==> config.mk <==
export PLATFORM = sky130hd
export DESIGN_NAME = cpu_exception_control
export DESIGN_NICKNAME = d
export VERILOG_FILES = /design/src/exc_ctrl_pkg.sv /design/src/cpu_exception_control.sv
export VERILOG_INCLUDE_DIRS = /design/src /design/src/src
export SDC_FILE = /design/constraint.sdc
export NUM_CORES = 1
export LEC_CHECK = 0
export BUFFER_PORTS_ARGS = -buffer_cell sky130_fd_sc_hd__buf_2
export CAP_MARGIN = 20
export CORE_ASPECT_RATIO = 0.7
export CORE_UTILIZATION = 44
export CTS_CLUSTER_SIZE = 14
export DETAILED_ROUTE_END_ITERATION = 10
export PLACE_DENSITY = 0.66
export SKIP_CTS_REPAIR_TIMING = 1
export SLEW_MARGIN = 25
export SYNTH_ARGS = -nofsm -noshare
export SYNTH_HDL_FRONTEND = slang
export SYNTH_SLANG_ARGS = --single-unit
==> constraint.sdc <==
create_clock -name clk_i -period 13.8 [get_ports clk_i]
set_input_delay 2.76 -clock clk_i [delete_from_list [all_inputs] [get_ports clk_i]]
set_output_delay 2.76 -clock clk_i [all_outputs]
set_load 0.05 [all_outputs]
==> src/exc_ctrl_defs.svh <==
`ifndef EXC_CTRL_DEFS_SVH
`define EXC_CTRL_DEFS_SVH

`define REG_FIELD_LO      16'hff80
`define OFFCHIP_LO        16'h8000
`define OFFCHIP_HI        16'hfb7f
`define RAM_LO            16'hfb80
`define RAM_HI            16'hff7f

`define NMI_LEVEL         4'h8
`define MASK_RESET        3'h7
`define NUM_SRC           8

`define ADR_CTRL          32'h0000_0000
`define ADR_STATUS        32'h0000_0004
`define ADR_PRIO          32'h0000_0008
`define ADR_DTE           32'h0000_000c
`define ADR_CAUSE         32'h0000_0010

`define CTRL_RAM_EN_BIT   0
`define CTRL_RESET        32'h0000_0001

`endif

==> src/exc_ctrl_pkg.sv <==
package exc_ctrl_pkg;

   typedef enum logic [3:0] {
      EXC_NONE    = 4'h0,
      EXC_ADDR    = 4'h1,
      EXC_TRACE   = 4'h2,
      EXC_IRQ     = 4'h3,
      EXC_INVALID = 4'h4,
      EXC_UNCONDITIONAL_TRAP_INSTR   = 4'h5,
      EXC_TRAPVS  = 4'h6,
      EXC_ZDIV    = 4'h7,
      EXC_NMI     = 4'h8
   } exc_cause_t;

   typedef enum logic [1:0] {
      ST_RUN  = 2'b00,
      ST_XFER = 2'b01
   } exc_state_t;

endpackage

==> src/cpu_exception_control.sv <==
`include "exc_ctrl_defs.svh"

// Functional notes
// - Prefetch in register field raises address error
// - Address error clears trace, keeps mask
// - Prefetch error handled after instruction completes
// - Odd word access raises address error
// - Single-chip: unmapped region access errors
// - Single-chip: disabled RAM access errors
// - Trace flag set: trace each instruction
// - Trace clears flag, keeps mask
// - Stacked status has trace flag set
// - Address error beats coinciding trace
// - Priorities 0 to 7, NMI level 8
// - Accept above mask, arbitrate, keep pending
// - Transfer enable starts engine, else interrupt
// - CPU halted during engine transfer
// - Interrupt clears trace, loads mask level
// - Invalid instruction: clear trace, keep mask
// - Trap, divide clear trace; interrupt follows
// - Unconditional trap selects one of sixteen
// - Overflow trap conditional; zero divide raises
// - Defer address error, trace, interrupts after control instructions
// - Block all interrupts after reset
// - One instruction after transfer before interrupts
module cpu_exception_control
   import exc_ctrl_pkg::*;
#(
   parameter int NSRC = `NUM_SRC
)
(
   input  wire logic              clk_i,
   input  wire logic              rst_i,
   input  wire logic              single_chip_mode_i,
   input  wire logic              bus_valid_i,
   input  wire logic              bus_prefetch_i,
   input  wire logic              bus_word_i,
   input  wire logic [15:0]       bus_addr_i,
   input  wire logic              instr_done_i,
   input  wire logic              instr_ctrl_group_i,
   input  wire logic              instr_invalid_i,
   input  wire logic              instr_unconditional_trap_instr_i,
   input  wire logic [3:0]        unconditional_trap_instr_vector_i,
   input  wire logic              instr_trapvs_i,
   input  wire logic              overflow_flag_i,
   input  wire logic              instr_unsigned_divide_instr_i,
   input  wire logic              divisor_zero_i,
   input  wire logic              instr_rte_i,
   input  wire logic              rte_trace_flag_i,
   input  wire logic [2:0]        rte_mask_level_i,
   input  wire logic              nmi_i,
   input  wire logic [NSRC-1:0]   irq_i,
   input  wire logic              xfer_done_i,
   input  wire logic              wb_cyc_i,
   input  wire logic              wb_stb_i,
   input  wire logic              wb_we_i,
   input  wire logic [4:0]        wb_adr_i,
   input  wire logic [3:0]        wb_sel_i,
   input  wire logic [31:0]       wb_dat_i,
   output logic [31:0]            wb_dat_o,
   output logic                   wb_ack_o,
   output logic                   wb_err_o,
   output logic                   exc_start_o,
   output logic [3:0]             exc_cause_o,
   output logic [7:0]             exc_vector_o,
   output logic                   stacked_trace_o,
   output logic                   trace_flag_o,
   output logic [2:0]             interrupt_mask_level_o,
   output logic                   xfer_start_o,
   output logic [2:0]             xfer_source_o,
   output logic                   cpu_halt_o
);

   typedef struct packed {
      logic                  mode_sync1;
      logic                  mode_sync2;
      logic                  mode_latched;
      logic                  mode_taken;
      logic [1:0]            mode_cnt;
      logic                  nmi_sync1;
      logic                  nmi_sync2;
      logic                  nmi_prev;
      logic                  nmi_pend;
      logic [NSRC-1:0]       irq_sync1;
      logic [NSRC-1:0]       irq_sync2;
      logic                  pf_err;
      logic                  data_err;
      logic                  halt;
      logic                  block;
      exc_state_t            state;
      logic                  trace;
      logic [2:0]            mask;
      logic                  onchip_ram_enable;
      logic [31:0]           priority_setting_regs;
      logic [NSRC-1:0]       transfer_enable_bits;
      logic [3:0]            last_cause;
      logic                  exc_start;
      logic [3:0]            cause;
      logic [7:0]            vector;
      logic                  stacked_trace;
      logic                  xfer_start;
      logic [2:0]            xfer_src;
      logic [31:0]           dat;
      logic                  ack;
      logic                  err;
   } state_t;

   state_t q;
   state_t d;

   function automatic logic [2:0] src_prio(input logic [31:0] regs,
                                           input int          idx);
      src_prio = regs[idx*4 +: 3];
   endfunction

   function automatic logic in_range(input logic [15:0] a,
                                     input logic [15:0] lo,
                                     input logic [15:0] hi);
      in_range = (a >= lo) && (a <= hi);
   endfunction

   logic        ram_off;
   logic        addr_err_now;
   logic        pf_err_now;
   logic        best_hit;
   logic [2:0]  best_idx;
   logic [2:0]  best_lvl;
   logic        accept_ok;
   logic        wb_hit;
   logic        wb_known;

   always_comb
   begin
      d = q;
      d.exc_start  = 1'b0;
      d.xfer_start = 1'b0;
      d.ack        = 1'b0;
      d.err        = 1'b0;
      d.mode_sync1 = single_chip_mode_i;
      d.mode_sync2 = q.mode_sync1;
      // The strap is taken once the synchroniser holds a sample from after
      // reset; its flops are cleared by reset and would read as expanded.
      if (!q.mode_taken)
      begin
         if (q.mode_cnt == 2'h2)
         begin
            d.mode_latched = q.mode_sync2;
            d.mode_taken   = 1'b1;
         end
         else
            d.mode_cnt = q.mode_cnt + 2'h1;
      end
      d.nmi_sync1 = nmi_i;
      d.nmi_sync2 = q.nmi_sync1;
      d.nmi_prev  = q.nmi_sync2;
      d.irq_sync1 = irq_i;
      d.irq_sync2 = q.irq_sync1;
      if (q.nmi_sync2 && !q.nmi_prev)
         d.nmi_pend = 1'b1;

      // Bus cycle checks.
      ram_off = q.mode_latched && !q.onchip_ram_enable;
      pf_err_now = bus_valid_i && bus_prefetch_i
                   && (bus_addr_i >= `REG_FIELD_LO);
      addr_err_now = pf_err_now
         || (bus_valid_i && bus_word_i && bus_addr_i[0])
         || (bus_valid_i && q.mode_latched
             && in_range(bus_addr_i, `OFFCHIP_LO, `OFFCHIP_HI))
         || (bus_valid_i && ram_off
             && in_range(bus_addr_i, `RAM_LO, `RAM_HI));
      if (pf_err_now)
         d.pf_err = 1'b1;
      else if (addr_err_now)
         d.data_err = 1'b1;

      // Interrupt arbitration: highest level wins, lower index on ties.
      best_hit = 1'b0;
      best_idx = 3'h0;
      best_lvl = 3'h0;
      for (int i = NSRC - 1; i >= 0; i--)
      begin
         if (q.irq_sync2[i] && src_prio(q.priority_setting_regs, i) != 3'h0
             && src_prio(q.priority_setting_regs, i) > q.mask
             && (!best_hit
                 || src_prio(q.priority_setting_regs, i) >= best_lvl))
         begin
            best_hit = 1'b1;
            best_idx = 3'(i);
            best_lvl = src_prio(q.priority_setting_regs, i);
         end
      end
      accept_ok = !q.block;

      unique case (q.state)
         ST_RUN:
         begin
            if (instr_done_i)
            begin
               d.block = 1'b0;
               // An error seen during a control instruction waits for the
               // next instruction outside that group.
               if (!instr_ctrl_group_i)
               begin
                  d.pf_err   = 1'b0;
                  d.data_err = 1'b0;
               end
               if (instr_rte_i)
               begin
                  d.trace = rte_trace_flag_i;
                  d.mask  = rte_mask_level_i;
               end
               if ((q.pf_err || pf_err_now || q.data_err || addr_err_now)
                   && !instr_ctrl_group_i)
               begin
                  d.exc_start = 1'b1;
                  d.cause  = EXC_ADDR;
                  d.vector = 8'h08;
                  d.trace  = 1'b0;
                  d.stacked_trace = q.trace;
               end
               else if (instr_invalid_i)
               begin
                  d.exc_start = 1'b1;
                  d.cause  = EXC_INVALID;
                  d.vector = 8'h02;
                  d.trace  = 1'b0;
                  d.stacked_trace = q.trace;
               end
               else if (instr_unconditional_trap_instr_i
                        || (instr_trapvs_i && overflow_flag_i))
               begin
                  d.exc_start = 1'b1;
                  d.cause  = instr_unconditional_trap_instr_i ? EXC_UNCONDITIONAL_TRAP_INSTR : EXC_TRAPVS;
                  d.vector = instr_unconditional_trap_instr_i ? {4'h1, unconditional_trap_instr_vector_i}
                                           : 8'h04;
                  d.trace  = 1'b0;
                  d.stacked_trace = q.trace;
               end
               else if (instr_unsigned_divide_instr_i && divisor_zero_i)
               begin
                  d.exc_start = 1'b1;
                  d.cause  = EXC_ZDIV;
                  d.vector = 8'h03;
                  d.trace  = 1'b0;
                  d.stacked_trace = q.trace;
               end
               else if (q.trace && !instr_ctrl_group_i)
               begin
                  d.exc_start = 1'b1;
                  d.cause  = EXC_TRACE;
                  d.vector = 8'h09;
                  d.trace  = 1'b0;
                  d.stacked_trace = 1'b1;
               end
               else if (accept_ok && !instr_ctrl_group_i && q.nmi_pend)
               begin
                  d.exc_start = 1'b1;
                  d.cause  = EXC_NMI;
                  d.vector = 8'h0b;
                  d.trace  = 1'b0;
                  d.mask   = `MASK_RESET;
                  // An edge arriving in this very cycle stays pending.
                  d.nmi_pend = q.nmi_sync2 && !q.nmi_prev;
                  d.stacked_trace = q.trace;
               end
               else if (accept_ok && !instr_ctrl_group_i && best_hit)
               begin
                  if (q.transfer_enable_bits[best_idx])
                  begin
                     d.xfer_start = 1'b1;
                     d.xfer_src   = best_idx;
                     d.state      = ST_XFER;
                  end
                  else
                  begin
                     d.exc_start = 1'b1;
                     d.cause  = EXC_IRQ;
                     d.vector = 8'h20 + {5'h0, best_idx};
                     d.trace  = 1'b0;
                     d.mask   = best_lvl;
                     d.stacked_trace = q.trace;
                  end
               end
               if (d.exc_start)
                  d.last_cause = d.cause;
            end
         end
         ST_XFER:
         begin
            if (xfer_done_i)
            begin
               d.state = ST_RUN;
               d.block = 1'b1;
            end
         end
         default:
            d.state = ST_RUN;
      endcase

      d.halt = (d.state == ST_XFER);

      // Wishbone slave, one wait state, ack held one cycle.
      wb_hit = wb_cyc_i && wb_stb_i && !q.ack && !q.err;
      wb_known = (wb_adr_i[4:2] <= 3'h4) && (wb_adr_i[1:0] == 2'b00);
      if (wb_hit)
      begin
         d.ack = wb_known;
         d.err = !wb_known;
         d.dat = 32'h0;
         if (wb_known)
         begin
            unique case ({27'h0, wb_adr_i})
               `ADR_CTRL:
               begin
                  d.dat = {31'h0, q.onchip_ram_enable};
                  if (wb_we_i && wb_sel_i[0])
                     d.onchip_ram_enable = wb_dat_i[`CTRL_RAM_EN_BIT];
               end
               `ADR_STATUS:
                  d.dat = {20'h0, q.last_cause, 1'b0, q.state == ST_XFER,
                           q.nmi_pend, q.trace, 1'b0, q.mask};
               `ADR_PRIO:
               begin
                  d.dat = q.priority_setting_regs;
                  if (wb_we_i)
                     for (int b = 0; b < 4; b++)
                        if (wb_sel_i[b])
                           d.priority_setting_regs[b*8 +: 8] =
                              wb_dat_i[b*8 +: 8];
               end
               `ADR_DTE:
               begin
                  d.dat = 32'(q.transfer_enable_bits);
                  if (wb_we_i && wb_sel_i[0])
                     d.transfer_enable_bits = wb_dat_i[NSRC-1:0];
               end
               default:
                  d.dat = {28'h0, q.cause};
            endcase
         end
      end
   end

   always_ff @(posedge clk_i)
   begin
      if (rst_i)
      begin
         q <= '0;
         q.block <= 1'b1;
         q.trace <= 1'b0;
         q.mask  <= `MASK_RESET;
         q.onchip_ram_enable <= 1'(`CTRL_RESET);
         q.state <= ST_RUN;
      end
      else
         q <= d;
   end

   assign wb_dat_o               = q.dat;
   assign wb_ack_o               = q.ack;
   assign wb_err_o               = q.err;
   assign exc_start_o            = q.exc_start;
   assign exc_cause_o            = q.cause;
   assign exc_vector_o           = q.vector;
   assign stacked_trace_o        = q.stacked_trace;
   assign trace_flag_o           = q.trace;
   assign interrupt_mask_level_o = q.mask;
   assign xfer_start_o           = q.xfer_start;
   assign xfer_source_o          = q.xfer_src;
   assign cpu_halt_o             = q.halt;

endmodule

### Yosys cells after proc, flatten, opt, wreduce, memory -nomap -nowiden

Index checks and enable logic that the tools add are counted.

* bits in registers: 133
* latch bits: 0
* memories: 0
* input bits: 93
* bits in writable memories: 0
* bits in read-only memories: 0

* bitwise logic cells: 12
* shifts and indexed selects: 0
* eq/ne operators: 10
* muxes and demuxes: 86
* multipliers: 0
* $lt $le $gt $ge: 22
* div/mod/pow operators: 0
* reductions and logical operators: 103
* add/subtract/negate cells: 2

Operators by type and width (number)
* $pmux W32 S4: 1
* $mux W14: 9
* $mux W3: 23
* $ge A16 B16 Y1 const B: 3
* $logic_and A1 B1 Y1: 47
* $le A16 B16 Y1 const B: 2
* $mux W32: 1
* $mux W1: 27
* $gt A3 B3 Y1: 8
* $mux W2: 12
* $mux W4: 6
* $reduce_bool A3 Y1: 8
* $ge A3 B3 Y1: 7
* $reduce_and A5 Y1: 4
* $mux W18: 1
* $ne A9 B9 Y1 const B: 2
* $logic_not A1 Y1: 14
* $logic_or A1 B1 Y1: 14
* $not A1 Y1: 12
* $reduce_and A4 Y1: 3
* $eq A5 B4 Y1 const B: 2
* $reduce_and A10 Y1: 1
* $reduce_or A10 Y1: 1
* $add A6 B3 Y7 const A: 1
* 20 further kinds: 26

### Logic depth before layout (Yosys ltp)

Gate-level depths: netlist of the first run.

* word-level depth: 45
* mapped depth: 63
* depth with buffers taken out: 59

### Worst setup path after synthesis of the first run

Ideal clock, no wire load.

* path kind: register to register
* start: register q (netlist bit interrupt_mask_level_o[1])
* end: register q (netlist bit exc_vector_o[2])
* required time: 13683 ps
* path slack: 2610 ps
* path buffers: 3
* library setup time: 117 ps
* cell stages (with the launch flop): 60
* arrival: 11073 ps
* path through: dfxtp_1 inv_1 ha_1 nor2b_1 o21a_1 o2111ai_4 nor2_1 ha_1 nor2b_1 o21ai_0 a21oi_1 a22o_1 ha_1 nand2b_1 a31oi_1 a21oi_1 mux2_2 ha_1 (+24 left out) nor2b_1 o21ai_0 o21ai_1 buf_2 a22o_1 a21o_1 ha_1 nand2b_1 a21oi_1 nor2b_1 o21ai_1 o41ai_4 buf_6 o31a_1 a32oi_4 nor3_4 a221o_1 a32o_1

* cells in the longest elaborated chain, start to end: 42

RTL lines
* start, declared: RTL line cpu_exception_control.sv:108 `state_t q;`
* $gt A3 B3 Y1: RTL line cpu_exception_control.sv:183 `&& src_prio(q.priority_setting_regs, i) > q.mask`
* $logic_and A1 B1 Y1: RTL line cpu_exception_control.sv:183
* $mux W3 / $mux W1 (equally long branches): RTL line cpu_exception_control.sv:182 `if (q.irq_sync2[i] && src_prio(q.priority_setting_regs, i) != 3'h0`
* $ge A3 B3 Y1 / $logic_not A1 Y1 (equally long branches): RTL line cpu_exception_control.sv:185, cpu_exception_control.sv:184
* $logic_or A1 B1 Y1: RTL line cpu_exception_control.sv:185 `|| src_prio(q.priority_setting_regs, i) >= best_lvl))`
* $logic_and A1 B1 Y1: RTL line cpu_exception_control.sv:184 `&& (!best_hit`
* $mux W3 / $mux W1 (equally long branches): RTL line cpu_exception_control.sv:182
* $ge A3 B3 Y1 / $logic_not A1 Y1 (equally long branches): RTL line cpu_exception_control.sv:185, cpu_exception_control.sv:184
* (+26 left out)
* $mux W14: RTL line cpu_exception_control.sv:255 `else if (accept_ok && !instr_ctrl_group_i && q.nmi_pend)`
* $mux W14: RTL line cpu_exception_control.sv:247 `else if (q.trace && !instr_ctrl_group_i)`
* $mux W14: RTL line cpu_exception_control.sv:239 `else if (instr_unsigned_divide_instr_i && divisor_zero_i)`
* $mux W14: RTL line cpu_exception_control.sv:229 `else if (instr_unconditional_trap_instr_i`
* $mux W14: RTL line cpu_exception_control.sv:221 `else if (instr_invalid_i)`
* $mux W14: RTL line cpu_exception_control.sv:212 `if ((q.pf_err || pf_err_now || q.data_err || addr_err_now)`
* $mux W14: RTL line cpu_exception_control.sv:197 `if (instr_done_i)`
* $mux W14: RTL line cpu_exception_control.sv:194 `unique case (q.state)`

Several ways; a longest one is shown, not always the timed one. The select of a mux whose other input is x is not followed.
A chain may end at the register's enable or synchronous reset.

### Worst setup path after layout of the first run

* start: register q[93] in the netlist's numbering
* end: register q (netlist bit exc_vector_o[2])

* cells in the longest elaborated chain, start to end: 43

RTL lines
* branches (longest 43 deep; another with $gt A3 B3 Y1)

Several ways; the timed one is not identified. The select of a mux whose other input is x is not followed.

==> impl_metrics.xml, run 1 <==
<?xml version="1.0" encoding="UTF-8"?>
<metrics>
  <group name="global_route">
    <metric name="grt_usage" unit="">0.223</metric>
    <metric name="number_of_global_route_vias_before_repair" unit="">5391</metric>
    <metric name="grt_start_max_net_pins" unit="">72</metric>
    <metric name="grt_pass1_wl" unit="um">29000</metric>
    <metric name="antenna_violations_before_repair" unit="">1</metric>
    <metric name="globalRouteOverflowTotal" unit="">0</metric>
  </group>
  <group name="synth">
    <metric name="register_area_share_after_synthesis" unit="">0.358</metric>
    <metric name="async_reset_ff_frac" unit="">0</metric>
    <metric name="yosys.area_share.simple" unit="">0.173</metric>
    <metric name="synthAdderAreaFrac" unit="">0.0785</metric>
    <metric name="share_of_cell_area_taken_by_muxes_after_synthesis" unit="">0.0913</metric>
    <metric name="postSynthRegisterBits" unit="">131</metric>
    <metric name="post-synth-top-area-fraction" unit="">0.358</metric>
    <metric name="cell_taking_the_most_area_after_synthesis" unit="">sky130_fd_sc_hd__dfxtp_1</metric>
    <metric name="ys_top_cells_by_area" unit="">sky130_fd_sc_hd__dfxtp_1, sky130_fd_sc_hd__ha_1, sky130_fd_sc_hd__mux2i_1</metric>
    <metric name="syn_area" unit="um2">7330</metric>
    <metric name="post_synthesis_compound_gate_area_fraction" unit="">0.211</metric>
    <metric name="largest_family_of_logic_cells_by_synthesized_area" unit="">compound AO/OA/AOI/OAI gates</metric>
    <metric name="synthXorXnorAreaFrac" unit="">0.00239</metric>
    <metric name="yosysMostFrequentCell" unit="">sky130_fd_sc_hd__dfxtp_1</metric>
    <metric name="synthTopCellsByCount" unit="">sky130_fd_sc_hd__dfxtp_1, sky130_fd_sc_hd__nor2_1, sky130_fd_sc_hd__buf_4</metric>
    <metric name="yosys_warnings" unit="">0</metric>
    <metric name="ys_types" unit="">79</metric>
    <metric name="post_synth.cell_area_avg" unit="um2">8.98</metric>
    <metric name="synth_top_flop_cell" unit="">sky130_fd_sc_hd__dfxtp_1</metric>
    <metric name="synth_edf_count" unit="">0</metric>
    <metric name="synthesis.instances" unit="">817</metric>
  </group>
  <group name="run_status">
    <metric name="outcome" unit="">finished, final reports clean</metric>
  </group>
  <group name="floorplan">
    <metric name="dieWidth" unit="um">156</metric>
    <metric name="fp.coreArea" unit="um2">16300</metric>
    <metric name="die_area" unit="um2">17200</metric>
    <metric name="start_util" unit="">0.450</metric>
    <metric name="rows" unit="">39</metric>
    <metric name="die_h" unit="um">110</metric>
    <metric name="num_io_pins" unit="">150</metric>
  </group>
  <group name="drt">
    <metric name="wl" unit="um">18500</metric>
    <metric name="routed_via_density" unit="">5.33</metric>
    <metric name="detailedRoute.firstIterationViolations" unit="">540</metric>
    <metric name="drtAntennaViolNets" unit="">0</metric>
    <metric name="vias" unit="">6088</metric>
    <metric name="route.detailed.wl_per_inst" unit="um">16.2</metric>
    <metric name="detail_route.first_pass.iterations" unit="">5</metric>
    <metric name="drt_drc_violations_left" unit="">0</metric>
  </group>
  <group name="power_and_ir_drop">
    <metric name="internal_power" unit="mW">0.685</metric>
    <metric name="p_switching" unit="mW">0.232</metric>
    <metric name="share_comb_of_total_power" unit="">0.082</metric>
    <metric name="cellLeakagePower" unit="nW">3.80</metric>
    <metric name="power_per_cell_area" unit="nW/um2">108</metric>
    <metric name="switching_share" unit="">0.253</metric>
    <metric name="seqPwrFrac" unit="">0.430</metric>
    <metric name="fin_total_pwr" unit="mW">0.917</metric>
    <metric name="power.clock.fraction" unit="">0.488</metric>
    <metric name="max-vdd-ir-drop" unit="mV">0.0658</metric>
  </group>
  <group name="worst_setup_path">
    <metric name="critical-path-top-cell-by-count" unit="">sky130_fd_sc_hd__ha_1</metric>
    <metric name="arrival_time_at_the_worst_endpoint" unit="ns">12.90</metric>
    <metric name="worst-endpoint-required" unit="ns">14.12</metric>
    <metric name="endpoint_kind" unit="">flop</metric>
    <metric name="r2r_slack" unit="ns">1.22</metric>
    <metric name="worst_path_max_delay_cell" unit="">sky130_fd_sc_hd__dfxtp_1</metric>
    <metric name="path_max_fanout" unit="">12</metric>
    <metric name="start_kind" unit="">flop</metric>
    <metric name="slowest_delay" unit="ns">0.46</metric>
    <metric name="timing.setup.critical_path_class" unit="">flop to flop</metric>
  </group>
  <group name="clock_network">
    <metric name="clock_tree.buffer_depth" unit="">2</metric>
    <metric name="clock_insertion_delay_worst_skew" unit="ns">0.42</metric>
    <metric name="clkTransAtPathRegs" unit="ns">0.06</metric>
    <metric name="number_of_buffers_inserted_during_clock_tree_synthesis" unit="">17</metric>
    <metric name="clock_tree.root_cell" unit="">sky130_fd_sc_hd__clkbuf_16</metric>
    <metric name="clock_tree.htree_level_count" unit="">4</metric>
    <metric name="cts_tree" unit="">yes</metric>
    <metric name="cts_num_sinks" unit="">131</metric>
  </group>
  <group name="sta">
    <metric name="period_minus_slack" unit="ns">12.58</metric>
    <metric name="timing.final.max_slew_violations" unit="">0</metric>
    <metric name="clock.fmax" unit="MHz">79.5</metric>
    <metric name="holdWs" unit="ns">0.434</metric>
    <metric name="count_of_final_hold_check_violations" unit="">0</metric>
    <metric name="clock-skew-final" unit="ns">0.0142</metric>
    <metric name="fin_setup_tns" unit="ns">0</metric>
    <metric name="tightest_slew" unit="ns">0.997</metric>
    <metric name="layout_worst_path_cycle_share" unit="">0.912</metric>
    <metric name="relative_slew_slack" unit="">0.333</metric>
    <metric name="timing.final.setup_violations" unit="">0</metric>
    <metric name="setup_repair_after_global_routing_missed_its_margin" unit="">no</metric>
  </group>
  <group name="placed_design">
    <metric name="post_dp_cell_area" unit="um2">7860</metric>
    <metric name="port-buffer-count" unit="">141</metric>
    <metric name="routabilityCongestion" unit="">0.846</metric>
    <metric name="dp_hpwl" unit="um">13800</metric>
  </group>
  <group name="finish">
    <metric name="flow.area_growth_from_synthesis" unit="%">15.3</metric>
    <metric name="drive_above_1_share" unit="">0.242</metric>
    <metric name="fillerInstances" unit="">1590</metric>
    <metric name="nNetsFinal" unit="">1042</metric>
    <metric name="design_area" unit="um2">8460</metric>
  </group>
  <group name="job">
    <metric name="maxCapViolations" unit="">0</metric>
  </group>
  <group name="worst_hold_path">
    <metric name="min-delay-path-class" unit="">flop to flop</metric>
  </group>
</metrics>
## kinds of logic (layout without fill, tap and decap cells)
| kind of cell | after synthesis | count (layout) |
|---|---|---|
| compound gates | 195 | 195 |
| xor+xnor | 2 | 2 |
| fa+ha+maj | 46 | 46 |
| buf+inv | 110 | 207 |
| flops | 131 | 131 |
| mux | 64 | 64 |
| other cells | 1 | 4 |
| simple gates | 268 | 268 |
## flip-flops by register name, summed over array words and instances (netlist names), 3 cells and up
signal,count
exc_cause_o,4
exc_vector_o,6
wb_dat_o,32
xfer_source_o,3
interrupt_mask_level_o,3
d,11
q,65
## placed cells by master (no fill, tap or decap), types with 3 or more instances in the layout
cell	Yosys	final
sky130_fd_sc_hd__a211oi_1	11	11
sky130_fd_sc_hd__a21o_1	5	5
sky130_fd_sc_hd__a21oi_1	27	27
sky130_fd_sc_hd__a22o_1	14	14
sky130_fd_sc_hd__a22oi_1	35	35
sky130_fd_sc_hd__a31oi_1	9	9
sky130_fd_sc_hd__and2_1	5	5
sky130_fd_sc_hd__and3_1	4	4
sky130_fd_sc_hd__buf_2	1	140
sky130_fd_sc_hd__buf_4	51	8
sky130_fd_sc_hd__clkbuf_16	0	17
sky130_fd_sc_hd__clkinv_4	0	6
sky130_fd_sc_hd__conb_1	1	3
sky130_fd_sc_hd__dfxtp_1	131	131
sky130_fd_sc_hd__ha_1	46	46
sky130_fd_sc_hd__inv_1	27	27
sky130_fd_sc_hd__inv_6	0	3
sky130_fd_sc_hd__mux2_2	13	13
sky130_fd_sc_hd__mux2i_1	50	50
sky130_fd_sc_hd__nand2_1	41	40
sky130_fd_sc_hd__nand2b_1	8	8
sky130_fd_sc_hd__nand3_1	18	18
sky130_fd_sc_hd__nand4_1	3	3
sky130_fd_sc_hd__nor2_1	125	125
sky130_fd_sc_hd__nor2_2	3	3
sky130_fd_sc_hd__nor2b_1	36	36
sky130_fd_sc_hd__nor3_1	6	6
sky130_fd_sc_hd__nor3b_1	5	5
sky130_fd_sc_hd__o211a_1	4	4
sky130_fd_sc_hd__o211ai_1	4	4
sky130_fd_sc_hd__o21a_1	9	9
sky130_fd_sc_hd__o21ai_0	17	17
sky130_fd_sc_hd__o21ai_1	9	9
sky130_fd_sc_hd__o22a_1	4	4
sky130_fd_sc_hd__o22ai_1	3	3
sky130_fd_sc_hd__o31ai_1	7	7
sky130_fd_sc_hd__o41ai_4	3	3
## cell type report
class / count / area [um2] / area share
multi-input combinational: 578 / 4100 / 0.485
antenna: 1 / 2.50 / 0.000296
clock inverter: 14 / 156 / 0.0185
timing repair buffer: 148 / 761 / 0.0900
tap: 225 / 282 / 0.0333
inverter: 27 / 101 / 0.0120
sequential: 131 / 2620 / 0.310
clock buffer: 18 / 429 / 0.0508
## stage by stage
stage                     setup WS, ns  instances  utilization
after floorplan                   2.61        819            -
after global placement            1.03       1109        0.482
after detailed placement         0.999       1109        0.482
after CTS                        0.922       1141        0.518
after global routing           0.00895       1141        0.519
final                             1.22       1142        0.519
## worst paths after layout
path | from | end | depth (start not counted)
worst min-delay path | d[113]$_SDFF_PP0_ | q[113]$_SDFF_PP0_ | 1
worst max register to register | q[93]$_SDFFE_PP0P_ | exc_vector_o[2]$_SDFFE_PP0P_ | 57
worst min register to register | d[113]$_SDFF_PP0_ | q[113]$_SDFF_PP0_ | 1
worst max-delay path | q[93]$_SDFFE_PP0P_ | exc_vector_o[2]$_SDFFE_PP0P_ | 57
## worst max-delay path, delay by kind of cell (launching register included)
| family | cells | cell delay, ns |
|---|---|---|
| mux | 3 | 1.12 |
| fa+ha+maj | 8 | 2.11 |
| flops | 1 | 0.46 |
| compound gates | 28 | 6.41 |
| simple gates | 18 | 2.35 |
## per-layer routing
| layer | part of all wire | track usage | vias to the layer above |
|---|---|---|---|
| li1 | - | - | 3062 |
| met2 | 0.37 | 0.291 | 202 |
| met4 | 0.0081 | 0.0693 | 2 |
| met5 | 0.00070 | 0 | - |
| met3 | 0.085 | 0.0680 | 16 |
| met1 | 0.53 | 0.337 | 2806 |
## power groups by stage
stage	logic (mW)	registers, mW	clock network (mW)
2_1_floorplan	0.0499	0.401	0
3_3_place_gp	0.0735	0.402	0
3_5_place_dp	0.0743	0.403	0
4_1_cts	0.0752	0.394	0.457
5_1_grt	0.0833	0.395	0.473
6_report	0.0751	0.395	0.447
Note: power is estimated with default switching activity, not from simulation.
==> inputs of run 2 (changes only) <==
CELL_PAD_IN_SITES_DETAIL_PLACEMENT = 1   (was unset)
CELL_PAD_IN_SITES_GLOBAL_PLACEMENT = 1   (was unset)
CORE_UTILIZATION = 42   (was 44)
PLACE_DENSITY = 0.81   (was 0.66)
==> run 2 against run 1 <==
Via count is 4.3% higher. Cell count grew 0.70%. Register-to-register slack got worse by 0.21 ns. Fmax fell by 1.6%. Largest power group unchanged. Sequential power about the same. Highest routed layer is now met4.
==> impl_metrics.xml, run 2 (synthesis results as in run 1) <==
<?xml version="1.0" encoding="UTF-8"?>
<metrics>
  <group name="clock_network">
    <metric name="clock_tree.buffer_depth" unit="">2</metric>
    <metric name="cts_num_sinks" unit="">131</metric>
    <metric name="cts_tree" unit="">yes</metric>
    <metric name="clock_insertion_delay_worst_skew" unit="ns">0.43</metric>
    <metric name="number_of_buffers_inserted_during_clock_tree_synthesis" unit="">17</metric>
    <metric name="clock_tree.htree_level_count" unit="">4</metric>
    <metric name="clock_tree.root_cell" unit="">sky130_fd_sc_hd__clkbuf_16</metric>
    <metric name="clkTransAtPathRegs" unit="ns">0.06</metric>
  </group>
  <group name="drt">
    <metric name="wl" unit="um">21300</metric>
    <metric name="routed_via_density" unit="">5.52</metric>
    <metric name="detailedRoute.firstIterationViolations" unit="">396</metric>
    <metric name="drt_drc_violations_left" unit="">0</metric>
    <metric name="route.detailed.wl_per_inst" unit="um">18.5</metric>
    <metric name="vias" unit="">6347</metric>
    <metric name="detail_route.first_pass.iterations" unit="">6</metric>
    <metric name="drtAntennaViolNets" unit="">0</metric>
  </group>
  <group name="worst_setup_path">
    <metric name="critical_path_depth" unit="">57</metric>
    <metric name="path_buf_inv" unit="">0</metric>
    <metric name="setup.worst_path.start" unit="">q[93]$_SDFFE_PP0P_</metric>
    <metric name="endpoint_kind" unit="">flop</metric>
    <metric name="reg2regPathDepth" unit="">57</metric>
    <metric name="worst-endpoint-required" unit="ns">14.07</metric>
    <metric name="slowest_delay" unit="ns">0.46</metric>
    <metric name="arrival_time_at_the_worst_endpoint" unit="ns">13.06</metric>
    <metric name="timing.setup.critical_path_class" unit="">flop to flop</metric>
    <metric name="worst_path_max_delay_cell" unit="">sky130_fd_sc_hd__dfxtp_1</metric>
    <metric name="critical-path-top-cell-by-count" unit="">sky130_fd_sc_hd__ha_1</metric>
    <metric name="terminus_of_the_critical_flop_to_flop_path" unit="">xfer_source_o[2]$_SDFFE_PP0P_</metric>
    <metric name="worst_r2r_startpoint" unit="">q[93]$_SDFFE_PP0P_</metric>
    <metric name="path_max_fanout" unit="">12</metric>
    <metric name="r2r_slack" unit="ns">1.01</metric>
    <metric name="start_kind" unit="">flop</metric>
    <metric name="path_delay_family" unit="">compound AO/OA/AOI/OAI gates</metric>
    <metric name="crit_path_end" unit="">xfer_source_o[2]$_SDFFE_PP0P_</metric>
  </group>
  <group name="power_and_ir_drop">
    <metric name="power_per_cell_area" unit="nW/um2">112</metric>
    <metric name="switching_share" unit="">0.240</metric>
    <metric name="cellLeakagePower" unit="nW">3.84</metric>
    <metric name="share_comb_of_total_power" unit="">0.082</metric>
    <metric name="internal_power" unit="mW">0.726</metric>
    <metric name="p_switching" unit="mW">0.229</metric>
    <metric name="power.clock.fraction" unit="">0.505</metric>
    <metric name="max-vdd-ir-drop" unit="mV">0.0653</metric>
    <metric name="seqPwrFrac" unit="">0.414</metric>
  </group>
  <group name="finish">
    <metric name="final_core_utilization" unit="">0.498</metric>
    <metric name="mostFrequentLayoutCell" unit="">sky130_fd_sc_hd__buf_2</metric>
    <metric name="commonest_cells_after_routing_fill_and_taps_aside" unit="">sky130_fd_sc_hd__buf_2, sky130_fd_sc_hd__dfxtp_1, sky130_fd_sc_hd__nor2_1</metric>
    <metric name="design_area" unit="um2">8520</metric>
    <metric name="largest_register_ffs" unit="">65</metric>
    <metric name="fillerInstances" unit="">2067</metric>
    <metric name="insertedDiodeCount" unit="">0</metric>
    <metric name="non_filler_instance_count_after_layout" unit="">1150</metric>
    <metric name="nNetsFinal" unit="">1045</metric>
    <metric name="drive_above_1_share" unit="">0.243</metric>
    <metric name="flow.area_growth_from_synthesis" unit="%">16.2</metric>
    <metric name="reg_with_most_ffs" unit="">q</metric>
  </group>
  <group name="sta">
    <metric name="clock.fmax" unit="MHz">78.2</metric>
    <metric name="clock-skew-final" unit="ns">0.0104</metric>
    <metric name="final_worst_slack" unit="ns">1.01</metric>
    <metric name="timing.final.setup_violations" unit="">0</metric>
    <metric name="count_of_final_hold_check_violations" unit="">0</metric>
    <metric name="setup_repair_after_global_routing_missed_its_margin" unit="">no</metric>
    <metric name="tightest_slew" unit="ns">1.04</metric>
    <metric name="fin_setup_tns" unit="ns">0</metric>
    <metric name="relative_slew_slack" unit="">0.305</metric>
    <metric name="period_minus_slack" unit="ns">12.79</metric>
    <metric name="timing.final.max_slew_violations" unit="">0</metric>
    <metric name="layout_worst_path_cycle_share" unit="">0.927</metric>
  </group>
  <group name="floorplan">
    <metric name="fp.coreArea" unit="um2">17100</metric>
    <metric name="die_h" unit="um">113</metric>
    <metric name="rows" unit="">40</metric>
    <metric name="die_area" unit="um2">18000</metric>
    <metric name="num_io_pins" unit="">150</metric>
    <metric name="dieWidth" unit="um">160</metric>
    <metric name="start_util" unit="">0.428</metric>
  </group>
  <group name="global_route">
    <metric name="grt_start_max_net_pins" unit="">79</metric>
    <metric name="number_of_global_route_vias_before_repair" unit="">6499</metric>
    <metric name="grt_pass1_wl" unit="um">34500</metric>
    <metric name="antenna_violations_before_repair" unit="">0</metric>
    <metric name="grt_usage" unit="">0.247</metric>
    <metric name="globalRouteOverflowTotal" unit="">0</metric>
  </group>
  <group name="placed_design">
    <metric name="placedCellCount" unit="">1118</metric>
    <metric name="port-buffer-count" unit="">141</metric>
    <metric name="routabilityCongestion" unit="">0.874</metric>
    <metric name="dp_hpwl" unit="um">15900</metric>
    <metric name="post_dp_cell_area" unit="um2">7890</metric>
    <metric name="preCtsSetupSlack" unit="ns">0.725</metric>
  </group>
  <group name="worst_hold_path">
    <metric name="min-delay-path-class" unit="">flop to flop</metric>
  </group>
  <group name="run_status">
    <metric name="outcome" unit="">finished, final reports clean</metric>
  </group>
  <group name="job">
    <metric name="maxCapViolations" unit="">0</metric>
  </group>
</metrics>
==> run 2: layout make-up <==
type,instances,area (um2),area share
Clock inverter,11,178,0.0208
Timing Repair Buffer,151,783,0.0919
Multi-Input combinational cell,578,4100,0.481
Sequential cell,131,2620,0.308
Inverter,27,101,0.0119
Clock buffer,21,450,0.0529
Tap cell,231,289,0.0339
==> run 2: metal layers <==
layer,part of all wire,track usage
met1,0.50,0.346
met2,0.42,0.366
met3,0.065,0.0735
met4,0.011,0.0679
met5,0,0
==> run 2: worst min path at each step <==
| stage | startpoint | endpoint | cells after the start |
|---|---|---|---|
| after floorplan | d[125]$_SDFF_PP0_ | d[124]$_SDFF_PP0_ | 1 |
| after global placement | d[110]$_SDFF_PP0_ | q[110]$_SDFF_PP0_ | 1 |
| after detailed placement | d[107]$_SDFF_PP0_ | q[107]$_SDFF_PP0_ | 1 |
| after CTS | d[107]$_SDFF_PP0_ | q[107]$_SDFF_PP0_ | 1 |
| after global routing | d[131]$_SDFF_PP0_ | q[131]$_SDFF_PP0_ | 1 |
| final | d[131]$_SDFF_PP0_ | q[131]$_SDFF_PP0_ | 1 |
==> run 2: stage by stage <==
stage          power (mW)  hold slack, ns
2_1_floorplan       0.451           0.414
3_3_place_gp        0.477           0.421
3_5_place_dp        0.480           0.428
4_1_cts             0.962           0.442
5_1_grt             0.990           0.462
6_report            0.955           0.436
==> run 2: power groups by stage <==
stage,logic (mW),clock network (mW),registers [mW]
after floorplan,0.0499,0,0.401
after global placement,0.0748,0,0.403
after detailed placement,0.0767,0,0.403
after CTS,0.0779,0.490,0.395
after global routing,0.0868,0.507,0.396
final,0.0778,0.482,0.395
